File: src/inc/put_defines.vh
`ifndef PUT_DEFINES_VH
`define PUT_DEFINES_VH

// Register byte offsets
`define PUT_REG_CTRL        12'h000
`define PUT_REG_EXTEND      12'h004
`define PUT_REG_COORD       12'h008
`define PUT_REG_STATUS      12'h00c
`define PUT_REG_IRQ_STAT    12'h010
`define PUT_REG_IRQ_EN      12'h014
`define PUT_REG_IRQ_CLR     12'h018

// Control fields
`define PUT_CTRL_OP_BIT     0
`define PUT_CTRL_SCH_LSB    1
`define PUT_CTRL_WS_LSB     3

// Scheme select codes
`define PUT_SCH_UNDER       2'h0
`define PUT_SCH_OVER        2'h1
`define PUT_SCH_BLOCK       2'h2

// Weak source mode codes
`define PUT_WS_OFF          2'h0
`define PUT_WS_RETURN       2'h1
`define PUT_WS_TRIP         2'h2
`define PUT_WS_BOTH         2'h3

// Reset values
`define PUT_CTRL_RST        5'h00
`define PUT_EXTEND_RST      16'h0000
`define PUT_COORD_RST       16'h0000

// Tick timing
`define PUT_TICK_MS         1
`define PUT_CLK_KHZ         100000
`define PUT_TICK_CYC        (`PUT_TICK_MS * `PUT_CLK_KHZ)

// Interrupt bit positions
`define PUT_IRQ_TRIP        0
`define PUT_IRQ_SEND        1
`define PUT_IRQ_RECV        2

`endif

File: src/core/put_tick.v
`timescale 1ns/1ps
`default_nettype none
`include "put_defines.vh"

module put_tick #(
	parameter integer TICK_CYC = `PUT_TICK_CYC
) (
	// Clock and reset
	input  wire clk_i,
	input  wire sys_rst_i,
	input  wire ce_i,
	// Tick
	output reg  tick_o
);
	reg [31:0] cnt;

	always @(posedge clk_i)
	begin
		if (sys_rst_i)
		begin
			cnt    <= 32'h00000000;
			tick_o <= 1'b0;
		end
		else if (ce_i)
		begin
			if (cnt == TICK_CYC - 1)
			begin
				cnt    <= 32'h00000000;
				tick_o <= 1'b1;
			end
			else
			begin
				cnt    <= cnt + 32'h00000001;
				tick_o <= 1'b0;
			end
		end
	end
endmodule // put_tick

`default_nettype wire

File: src/core/put_hold.v
`timescale 1ns/1ps
`default_nettype none
`include "put_defines.vh"

// Ms timer: 'extend' mode holds out after in drops; otherwise delays rise.
module put_hold (
	// Clock and reset
	input  wire        clk_i,
	input  wire        sys_rst_i,
	input  wire        ce_i,
	input  wire        clr_i,
	input  wire        tick_i,
	// Control
	input  wire        extend_i,
	input  wire [15:0] time_i,
	input  wire        in_i,
	// Result
	output reg         out_o
);
	reg [15:0] cnt;

	always @(posedge clk_i)
	begin
		if (sys_rst_i || clr_i)
		begin
			cnt   <= 16'h0000;
			out_o <= 1'b0;
		end
		else if (ce_i)
		begin
			if (extend_i)
			begin
				if (in_i)
				begin
					cnt   <= 16'h0000;
					out_o <= 1'b1;
				end
				else if (out_o)
				begin
					if (cnt >= time_i)
						out_o <= 1'b0;
					else if (tick_i)
						cnt <= cnt + 16'h0001;
				end
			end
			else
			begin
				if (!in_i)
				begin
					cnt   <= 16'h0000;
					out_o <= 1'b0;
				end
				else if (cnt >= time_i)
					out_o <= 1'b1;
				else if (tick_i)
					cnt <= cnt + 16'h0001;
			end
		end
	end
endmodule // put_hold

`default_nettype wire

File: src/core/put_teleprot.v
// Our own choices: the register offsets and the AHB-Lite register port.
`timescale 1ns/1ps
`default_nettype none
`include "put_defines.vh"

module put_teleprot #(
	parameter integer TICK_CYC = `PUT_TICK_CYC
) (
	// Clock, reset, enable
	input  wire        clk_i,
	input  wire        sys_rst_i,
	input  wire        ce_i,
	// AHB-Lite slave
	input  wire        hsel_i,
	input  wire [11:0] haddr_i,
	input  wire [1:0]  htrans_i,
	input  wire        hwrite_i,
	input  wire [2:0]  hsize_i,
	input  wire [31:0] hwdata_i,
	input  wire        hready_i,
	output reg  [31:0] hrdata_o,
	output wire        hreadyout_o,
	output wire        hresp_o,
	// Local zones
	input  wire        short_zone_trip_in_i,
	input  wire [2:0]  short_zone_trip_phase_in_i,
	input  wire        long_zone_pickup_in_i,
	input  wire [2:0]  long_zone_pickup_phase_in_i,
	// Remote ends
	input  wire        recv_permit_end1_i,
	input  wire        recv_permit_end2_i,
	input  wire [2:0]  recv_permit_end1_phase_i,
	input  wire [2:0]  recv_permit_end2_phase_i,
	// Transmit
	output wire        send_permit_o,
	output wire [2:0]  send_permit_phase_o,
	// Event log copies
	output reg         recv_end1_o,
	output reg         recv_end2_o,
	output reg  [2:0]  recv_end1_phase_o,
	output reg  [2:0]  recv_end2_phase_o,
	// Trips
	output reg         trip_o,
	output wire [2:0]  phase_trip_out_o,
	// Mode decode
	output wire        return_en_o,
	output wire        weak_trip_en_o,
	// Interrupt
	output wire        irq_o
);
	// Pin synchronisers: first stage read only by second
	reg  [15:0] sync1;
	reg  [15:0] sync2;
	wire [15:0] pins = {
		short_zone_trip_in_i,
		short_zone_trip_phase_in_i,
		long_zone_pickup_in_i,
		long_zone_pickup_phase_in_i,
		recv_permit_end1_i,
		recv_permit_end2_i,
		recv_permit_end1_phase_i,
		recv_permit_end2_phase_i
	};

	always @(posedge clk_i)
	begin
		if (sys_rst_i)
		begin
			sync1 <= 16'h0000;
			sync2 <= 16'h0000;
		end
		else if (ce_i)
		begin
			sync1 <= pins;
			sync2 <= sync1;
		end
	end

	wire       zt  = sync2[15];
	wire [2:0] ztp = sync2[14:12];
	wire       lp  = sync2[11];
	wire [2:0] lpp = sync2[10:8];
	wire       r1  = sync2[7];
	wire       r2  = sync2[6];
	wire [2:0] r1p = sync2[5:3];
	wire [2:0] r2p = sync2[2:0];

	// Configuration registers
	reg [4:0]  ctrl;
	reg [15:0] extend_time;
	reg [15:0] coordination_delay;
	reg [2:0]  irq_stat;
	reg [2:0]  irq_en;

	wire       op_on          = ctrl[`PUT_CTRL_OP_BIT];
	wire [1:0] scheme_select  = ctrl[`PUT_CTRL_SCH_LSB +: 2];
	wire [1:0] weak_source_mode = ctrl[`PUT_CTRL_WS_LSB +: 2];
	wire       underreach_permissive = op_on && (scheme_select == `PUT_SCH_UNDER);

	// Weak-source decode: a mode selects its own feature or both
	function ws_has;
		input [1:0] mode;
		input [1:0] code;
		begin
			ws_has = (mode == code) || (mode == `PUT_WS_BOTH);
		end
	endfunction

	assign return_en_o    = op_on && ws_has(weak_source_mode, `PUT_WS_RETURN);
	assign weak_trip_en_o = op_on && ws_has(weak_source_mode, `PUT_WS_TRIP);

	// Other schemes are not built here, so selecting one idles all timers
	wire clr = !underreach_permissive;
	wire tick;

	put_tick #(
		.TICK_CYC (TICK_CYC)
	) u_tick (
		.clk_i     (clk_i),
		.sys_rst_i (sys_rst_i),
		.ce_i      (ce_i),
		.tick_o    (tick)
	);

	// Transmit: three-pole from zone trip or any phase, phases direct
	wire [3:0] send_raw = {zt | (|ztp), ztp};
	wire [3:0] send_ext;

	// Receive qualification per phase and three-pole
	wire [2:0] q_phase = (r1p | r2p | {3{r1 | r2}}) & lpp;
	wire       q_three = (r1 | r2) & lp;
	wire [3:0] trip_raw = {q_three, q_phase};
	wire [3:0] trip_dly;

	// Prolongation timers; the tick runs free, so a time may run up to one tick short
	put_hold u_ext_3p (
		.clk_i     (clk_i),
		.sys_rst_i (sys_rst_i),
		.ce_i      (ce_i),
		.clr_i     (clr),
		.tick_i    (tick),
		.extend_i  (1'b1),
		.time_i    (extend_time),
		.in_i      (send_raw[3]),
		.out_o     (send_ext[3])
	);

	put_hold u_ext_a (
		.clk_i     (clk_i),
		.sys_rst_i (sys_rst_i),
		.ce_i      (ce_i),
		.clr_i     (clr),
		.tick_i    (tick),
		.extend_i  (1'b1),
		.time_i    (extend_time),
		.in_i      (send_raw[0]),
		.out_o     (send_ext[0])
	);

	put_hold u_ext_b (
		.clk_i     (clk_i),
		.sys_rst_i (sys_rst_i),
		.ce_i      (ce_i),
		.clr_i     (clr),
		.tick_i    (tick),
		.extend_i  (1'b1),
		.time_i    (extend_time),
		.in_i      (send_raw[1]),
		.out_o     (send_ext[1])
	);

	put_hold u_ext_c (
		.clk_i     (clk_i),
		.sys_rst_i (sys_rst_i),
		.ce_i      (ce_i),
		.clr_i     (clr),
		.tick_i    (tick),
		.extend_i  (1'b1),
		.time_i    (extend_time),
		.in_i      (send_raw[2]),
		.out_o     (send_ext[2])
	);

	// Coordination timers, one per trip path
	put_hold u_crd_3p (
		.clk_i     (clk_i),
		.sys_rst_i (sys_rst_i),
		.ce_i      (ce_i),
		.clr_i     (clr),
		.tick_i    (tick),
		.extend_i  (1'b0),
		.time_i    (coordination_delay),
		.in_i      (trip_raw[3]),
		.out_o     (trip_dly[3])
	);

	put_hold u_crd_a (
		.clk_i     (clk_i),
		.sys_rst_i (sys_rst_i),
		.ce_i      (ce_i),
		.clr_i     (clr),
		.tick_i    (tick),
		.extend_i  (1'b0),
		.time_i    (coordination_delay),
		.in_i      (trip_raw[0]),
		.out_o     (trip_dly[0])
	);

	put_hold u_crd_b (
		.clk_i     (clk_i),
		.sys_rst_i (sys_rst_i),
		.ce_i      (ce_i),
		.clr_i     (clr),
		.tick_i    (tick),
		.extend_i  (1'b0),
		.time_i    (coordination_delay),
		.in_i      (trip_raw[1]),
		.out_o     (trip_dly[1])
	);

	put_hold u_crd_c (
		.clk_i     (clk_i),
		.sys_rst_i (sys_rst_i),
		.ce_i      (ce_i),
		.clr_i     (clr),
		.tick_i    (tick),
		.extend_i  (1'b0),
		.time_i    (coordination_delay),
		.in_i      (trip_raw[2]),
		.out_o     (trip_dly[2])
	);

	// Same permit feeds both remote channels outside
	assign send_permit_o       = send_ext[3];
	assign send_permit_phase_o = send_ext[2:0];
	assign phase_trip_out_o    = trip_dly[2:0];

	always @(posedge clk_i)
	begin
		if (sys_rst_i || (ce_i && clr))
		begin
			trip_o            <= 1'b0;
			recv_end1_o       <= 1'b0;
			recv_end2_o       <= 1'b0;
			recv_end1_phase_o <= 3'h0;
			recv_end2_phase_o <= 3'h0;
		end
		else if (ce_i)
		begin
			trip_o            <= trip_dly[3] | (|trip_dly[2:0]);
			recv_end1_o       <= r1;
			recv_end2_o       <= r2;
			recv_end1_phase_o <= r1p;
			recv_end2_phase_o <= r2p;
		end
	end

	// Interrupt events: rising edges of trip, send and receive
	reg        trip_q;
	reg        send_q;
	reg        recv_q;
	wire       recv_any = r1 | r2 | (|r1p) | (|r2p);
	wire [2:0] ev;

	// Edge flops reset to their sources' idle level, so reset raises no event
	assign ev[`PUT_IRQ_TRIP] = trip_o & ~trip_q;
	assign ev[`PUT_IRQ_SEND] = send_permit_o & ~send_q;
	assign ev[`PUT_IRQ_RECV] = recv_any & ~recv_q;

	// AHB-Lite: zero wait state, always OKAY
	reg        wr_pend;
	reg [11:0] wr_addr;
	wire       acc = hsel_i && htrans_i[1] && hready_i;
	// Only whole-word transfers are expected, so the size is not decoded

	assign hreadyout_o = 1'b1;
	assign hresp_o     = 1'b0;
	assign irq_o       = |(irq_stat & irq_en);

	wire       wr_clr = wr_pend && (wr_addr == `PUT_REG_IRQ_CLR);

	always @(posedge clk_i)
	begin
		if (sys_rst_i)
		begin
			ctrl               <= `PUT_CTRL_RST;
			extend_time        <= `PUT_EXTEND_RST;
			coordination_delay <= `PUT_COORD_RST;
			irq_stat           <= 3'h0;
			irq_en             <= 3'h0;
			wr_pend            <= 1'b0;
			wr_addr            <= 12'h000;
			hrdata_o           <= 32'h00000000;
			trip_q             <= 1'b0;
			send_q             <= 1'b0;
			recv_q             <= 1'b0;
		end
		else if (ce_i)
		begin
			trip_q  <= trip_o;
			send_q  <= send_permit_o;
			recv_q  <= recv_any;
			wr_pend <= acc && hwrite_i;
			wr_addr <= haddr_i;
			// Set wins over a simultaneous clear
			irq_stat <= (irq_stat & ~(wr_clr ? hwdata_i[2:0] : 3'h0)) | ev;
			if (wr_pend)
			begin
				case (wr_addr)
					`PUT_REG_CTRL:   ctrl <= hwdata_i[4:0];
					`PUT_REG_EXTEND: extend_time <= hwdata_i[15:0];
					`PUT_REG_COORD:  coordination_delay <= hwdata_i[15:0];
					`PUT_REG_IRQ_EN: irq_en <= hwdata_i[2:0];
					default:         ;
				endcase
			end
			// Read data is taken at the address phase and stands in the data phase
			if (acc && !hwrite_i)
			begin
				case (haddr_i)
					`PUT_REG_CTRL:     hrdata_o <= {27'h0, ctrl};
					`PUT_REG_EXTEND:   hrdata_o <= {16'h0, extend_time};
					`PUT_REG_COORD:    hrdata_o <= {16'h0, coordination_delay};
					`PUT_REG_STATUS:   hrdata_o <= {24'h0, trip_o, phase_trip_out_o,
						send_permit_o, send_permit_phase_o};
					`PUT_REG_IRQ_STAT: hrdata_o <= {29'h0, irq_stat};
					`PUT_REG_IRQ_EN:   hrdata_o <= {29'h0, irq_en};
					default:           hrdata_o <= 32'h00000000;
				endcase
			end
		end
	end
endmodule // put_teleprot

`default_nettype wire

File: config.mk
export PLATFORM = sky130hd
export DESIGN_NAME = put_teleprot
export DESIGN_NICKNAME = d
export VERILOG_FILES = /design/src/core/put_tick.v /design/src/core/put_hold.v /design/src/core/put_teleprot.v
export VERILOG_INCLUDE_DIRS = /design/src /design/src/inc
export SDC_FILE = /design/constraint.sdc
export NUM_CORES = 1
export LEC_CHECK = 0
export ABC_AREA = 1
export ABC_CLOCK_PERIOD_IN_PS = 2600
export BUFFER_PORTS_ARGS = -buffer_cell sky130_fd_sc_hd__buf_4
export CAP_MARGIN = 20
export CORE_MARGIN = 2
export CORE_UTILIZATION = 30
export DETAILED_ROUTE_END_ITERATION = 10
export MAX_ROUTING_LAYER = met4
export PLACE_DENSITY = 0.5
export SYNTH_ARGS = -nofsm -noshare
export SYNTH_HDL_FRONTEND = slang
export SYNTH_SLANG_ARGS = --single-unit
File: constraint.sdc
create_clock -name clk_i -period 2.6 [get_ports clk_i]
set_input_delay 0.13 -clock clk_i [delete_from_list [all_inputs] [get_ports clk_i]]
set_output_delay 0.13 -clock clk_i [all_outputs]
set_load 0.02 [all_outputs]
# After elaboration in Yosys (flattened, before gate mapping)
# Index checks and enable logic that the tools add are counted.
# op_classes
n_addsub	9
magnitude_cmp	8
n_eq_ne	29
mux	52
bitwise	19
n_reduce_logical	48
# op_table
op	count
16-bit 2-to-1 mux	28
16-bit by 1-bit adder with 16-bit output, second input constant	8
16-bit >= comparator	8
16-bit case mux with 6 select lines	1
12-bit by 5-bit equality test with 1-bit output, second input constant	4
12-bit by 4-bit equality test with 1-bit output, second input constant	3
32-bit by 1-bit adder with 32-bit output, second input constant	1
32-bit by 17-bit equality test with 1-bit output, second input constant	1
32-bit 2-to-1 mux	1
12-bit by 3-bit equality test with 1-bit output, second input constant	2
12-bit zero test	2
3-bit AND reduction	8
1-bit 2-to-1 mux	21
2-bit != test, second input constant	9
4-bit AND reduction	4
2-bit nonzero test	8
3-bit OR reduction	5
2-bit by 1-bit != test with 1-bit output, second input constant	7
2-bit AND reduction	5
3-bit bitwise AND	3
1-bit logical AND	9
3-bit OR	3
1-bit OR	5
1-bit bitwise AND	4
8 further kinds	15
# totals
regBits	301
input_bits	71
out_inout_bits	53
word_cells	201

# Longest topological paths before layout
# depth
depth_word	6
mapped_depth	16
depth_no_buf	15

# Cells and area by module
# From an unflattened synthesis, not the netlist that was laid out.
# unflattened
cells_unflattened	3137
hier_area_um2	19571.3
# by_module_without_submodules
mod	n_inst	cells_each	area_each_um2	seq_area_each_um2
put_hold at u_crd_3p ...	7	264	1571.5	340.3
put_teleprot	1	717	5021.1	2322.2
put_tick	1	310	1969.4	660.6
put_hold at u_crd_c	1	262	1580.3	340.3

# Worst setup path after synthesis
# OpenSTA, ideal clock, no wires.
# synth_timing
path_kind	register to register
startpoint	register extend_time[13]
endpoint	register u_ext_3p.cnt[9]
setup_ns	0.113
arrival_time_ns	1.728
required_time_ns	2.487
slack_ns	0.759
stages_incl_launch_ff	14
n_path_buf	1
period_less_slack_ns	1.841
cell_sequence	dfxtp_1 inv_1 ha_1 nand2_1 inv_1 o21ai_0 nand4_1 nor2_1 nand3_2 nand2_2 buf_4 nand2_1 nand2_1 nor2_1
# synth_between
elab_chain_cells	3
# synth_rtl
element	line_no	text
start: declaration	put_teleprot.v:90	reg [15:0] extend_time;
start signal: assignment	put_teleprot.v:287	extend_time <= `PUT_EXTEND_RST;
start signal: assignment	put_teleprot.v:311	`PUT_REG_EXTEND: extend_time <= hwdata_i[15:0];
16-bit >= comparator	put_hold.v:40	if (cnt >= time_i)
2-bit by 1-bit != test with 1-bit output (no line)	--	
4-bit AND reduction (no line)	--	
end signal: assignment	put_hold.v:43	cnt <= cnt + 16'h0001;
end signal: assignment	put_hold.v:56	cnt <= cnt + 16'h0001;
end: declaration	put_hold.v:20	reg [15:0] cnt;
# No other way between the ends.
# A chain may end at the register's enable or synchronous reset.

# Worst setup path in the final report
# layout_timing
startpoint	register coordination_delay[13]
endpoint	register u_crd_3p.cnt[8]
# layout_between
elab_chain_cells	3
# layout_rtl
element	line_no	text
start: declaration	put_teleprot.v:91	reg [15:0] coordination_delay;
start signal: assignment	put_teleprot.v:288	coordination_delay <= `PUT_COORD_RST;
start signal: assignment	put_teleprot.v:312	`PUT_REG_COORD: coordination_delay <= hwdata_i[15:0];
16-bit >= comparator	--	
2-bit != test (no line)	--	
3-bit AND reduction (no line)	--	
end signal: assignment	put_hold.v:43	
end signal: assignment	put_hold.v:56	
end: declaration	put_hold.v:20	
# No other way between the ends.

==> flow_metrics.py <==
metrics = {
    "timing": {
        "relSlewSlack_pct": 47.6,
        "setup_violations": 0,
        "min_period_ns": 2.24,
        "setup_tns_ns": 0,
        "rsz0062_at_grt": "no",
        "slew_viol_final": 0,
        "hold_viol_final": 0,
        "timing.fmax_mhz": 447,
        "post-route-period-util_pct": 86.1,
        "skew_ns": 0.0247,
        "worst_pin_slew_ns": 0.785,
    },
    "finish": {
        "largest_reg_flops": 32,
        "register_area_um2": 5710,
        "fin_util_pct": 35.6,
        "multi_input_area_um2": 10500,
        "antenna_cells": 0,
        "instances_no_fill": 3583,
        "nNetsFinal": 2993,
        "n_fill_cell": 6327,
        "area_growth_pct": 18.0,
        "fin_area_um2": 21000,
        "drive_gt1_share_pct": 9.29,
        "top_register": "u_tick.cnt",
    },
    "synthesis": {
        "synth_top_cell_by_area": "dfxtp_1",
        "synth_area_um2": 17800,
        "ys_warn_count": 0,
        "ys_seq_area_share_pct": 32.1,
        "ys_seq_elements": 285,
        "synth_top_area_share_pct": 32.1,
        "netlist_top_cells_count": "nand2_1, nor2_1, dfxtp_1",
        "synth-main-ff-cell": "dfxtp_1",
        "synthTopCellsByArea": "dfxtp_1, nand2_1, ha_1",
        "synthArstFlopShare_pct": 0,
        "yosysMostFrequentCell": "nand2_1",
        "syn_inst": 2650,
        "synth.avg_cell_area_um2": 6.71,
        "synth-edff-count": 0,
        "synth.distinct_cells": 46,
    },
    "power_and_ir_drop": {
        "max-vdd-ir-drop_v": 0.000473,
        "powerDensity_nw_per_um2": 478,
        "leakagePower_nw": 7.83,
        "fin_total_pwr_mw": 10.0,
    },
    "cts": {
        "clkSinkCount": 285,
        "cts_root_buf": "clkbuf_16",
        "path_clk_slew_ns": 0.06,
        "cts_made_buffers": 35,
        "cts_tree": "built",
        "clock_latency_ns": 0.56,
        "cts_resized": 0,
        "htreeDepth": 2,
        "ctsLongestPathBuffers": 3,
    },
    "worst_hold_path": {
        "hold_path_class": "in -> reg",
        "hold_path_depth": 2,
        "holdCritStartpoint": "sys_rst_i",
    },
    "worst_setup_path": {
        "crit_fanout": 10,
        "critPathKind": "reg -> reg",
        "worstSetupStartpointType": "flip-flop",
        "reg2reg_from": "coordination_delay[13]",
        "crit_start": "coordination_delay[13]",
        "reg2reg_depth": 10,
        "crit_arrival_ns": 2.70,
        "endpoint_kind": "flip-flop",
        "crit_required_ns": 3.06,
    },
    "floorplanning": {
        "die_width_um": 247,
        "dieHeight_um": 247,
        "core_um2": 58800,
        "ios": 124,
        "dieArea_um2": 61200,
        "placement_rows": 89,
        "start_util_pct": 30.2,
    },
    "drt": {
        "wirelength_mm": 56.5,
        "drt_iter0_markers": 1099,
        "postRouteAntennaNets": 0,
        "drt-pass1-iter-count": 5,
        "wl_per_cell_um": 15.8,
        "viasPerCell": 4.94,
        "vias": 17700,
        "drc": 0,
    },
    "grt": {
        "grt_use_total_pct": 19.1,
        "grt_max_degree": 45,
        "gr-total-overflow": 0,
        "antenna_found_initial": 0,
        "grt_pass1_wl_mm": 90.5,
        "grt_pass1_vias": 17000,
    },
    "placed_design": {
        "port_buffers": 85,
        "dp_hpwl_mm": 41.7,
        "gp_congestion": 0.904,
        "placed_area_um2": 19300,
        "placed_cells": 3475,
    },
    "run_status": {
        "status": "completed",
    },
    "job": {
        "cap_viol_max_count": 0,
    },
}
## area by class of cell
class,instances,share of cell area (%)
inverters,275,4.94
flip-flops and latches,285,27.2
clock inverters,10,0.800
clock buffers,52,4.82
repair buffers,194,7.50
multi-input cells,1994,50.1
well taps,773,4.61
## critical path, cell delays in order (launching register included)
cell and delay, ns:
dfxtp_1 0.29, inv_1 0.40, ha_1 0.34, a21oi_1 0.15
o21ai_0 0.14, nor2_1 0.24, nand3_1 0.13, nand2_1 0.10
buf_4 0.17, nand2_1 0.07, a21oi_1 0.12
## worst paths after layout
check	end	slack (ns)
max reg2reg	u_crd_3p.cnt[8]	0.36
max	u_crd_3p.cnt[8]	0.36
min	u_tick.cnt[2]	0.03
min reg2reg	recv_q	0.45
## metal layers
| layer | part of all wire, % | routed length, um | global-route usage, % | vias to the layer above |
|---|---|---|---|---|
| li1 | - | - | - | 9001 |
| met1 | 47 | 26600 | 24.6 | 8258 |
| met2 | 45 | 25500 | 30.8 | 353 |
| met3 | 4.8 | 2690 | 2.96 | 89 |
| met4 | 3.0 | 1700 | 5.88 | 0 |
| met5 | 0 | 0 | - | - |
## cells by family (layout without fill, tap and decap cells)
logic type / count (synthesis) / count (layout) / synth area share, %
XOR/XNOR: 62 / 62 / 3.06
AND/OR/NAND/NOR: 1333 / 1333 / 32.8
adder cells (fa/ha/maj): 137 / 137 / 9.65
other: 2 / 18 / 0.0423
buffers and inverters: 387 / 531 / 9.13
AO/OA/AOI/OAI: 444 / 444 / 13.2
flip-flops: 285 / 285 / 32.1
## per-stage QoR
step | hold slack (ns) | setup slack (ns)
2_1_floorplan | 0.233 | 0.759
3_3_place_gp | 0.331 | 0.380
3_5_place_dp | 0.339 | 0.337
4_1_cts | 0.00490 | 0.380
5_1_grt | 0.0283 | 0.170
6_report | 0.0321 | 0.361
## placed cells by master (no fill, tap or decap), types with 3 or more instances in the layout
cell             n
a211oi_1         7
a21oi_1        250
a21oi_2          3
a31o_2           4
a31oi_1          4
and2_1           4
buf_4          148
bufinv_16        3
clkbuf_1        10
clkbuf_16       35
clkbuf_8         7
clkinv_2         3
conb_1          18
dfxtp_1        285
dlygate4sd3_1   46
ha_1           137
inv_1          266
inv_2            6
nand2_1        555
nand2_2         12
nand3_1        243
nand3_2          5
nand3b_1         8
nand4_1         39
nor2_1         347
nor2_2           7
nor3_1          73
nor3_2          11
nor3b_1          6
nor4_1          11
o211ai_1         6
o21a_1           3
o21ai_0        123
o21ai_1          6
o21bai_1         7
o22ai_1         30
or2_2            4
xnor2_1         13
xor2_1          49
## power breakdown
group          internal, mW  switching, mW  total (mW)
sequential             4.41         0.0214        4.43
combinational         0.196          0.343       0.540
clock                  3.01           2.04        5.05
## timing repair
item                                    CTS  global route
setup buffers                             0             0
hold endpoints to repair                 82             0
endpoints found under the setup margin    0             0
hold buffers                             46             0
Power figures use the tool's default switching activity.
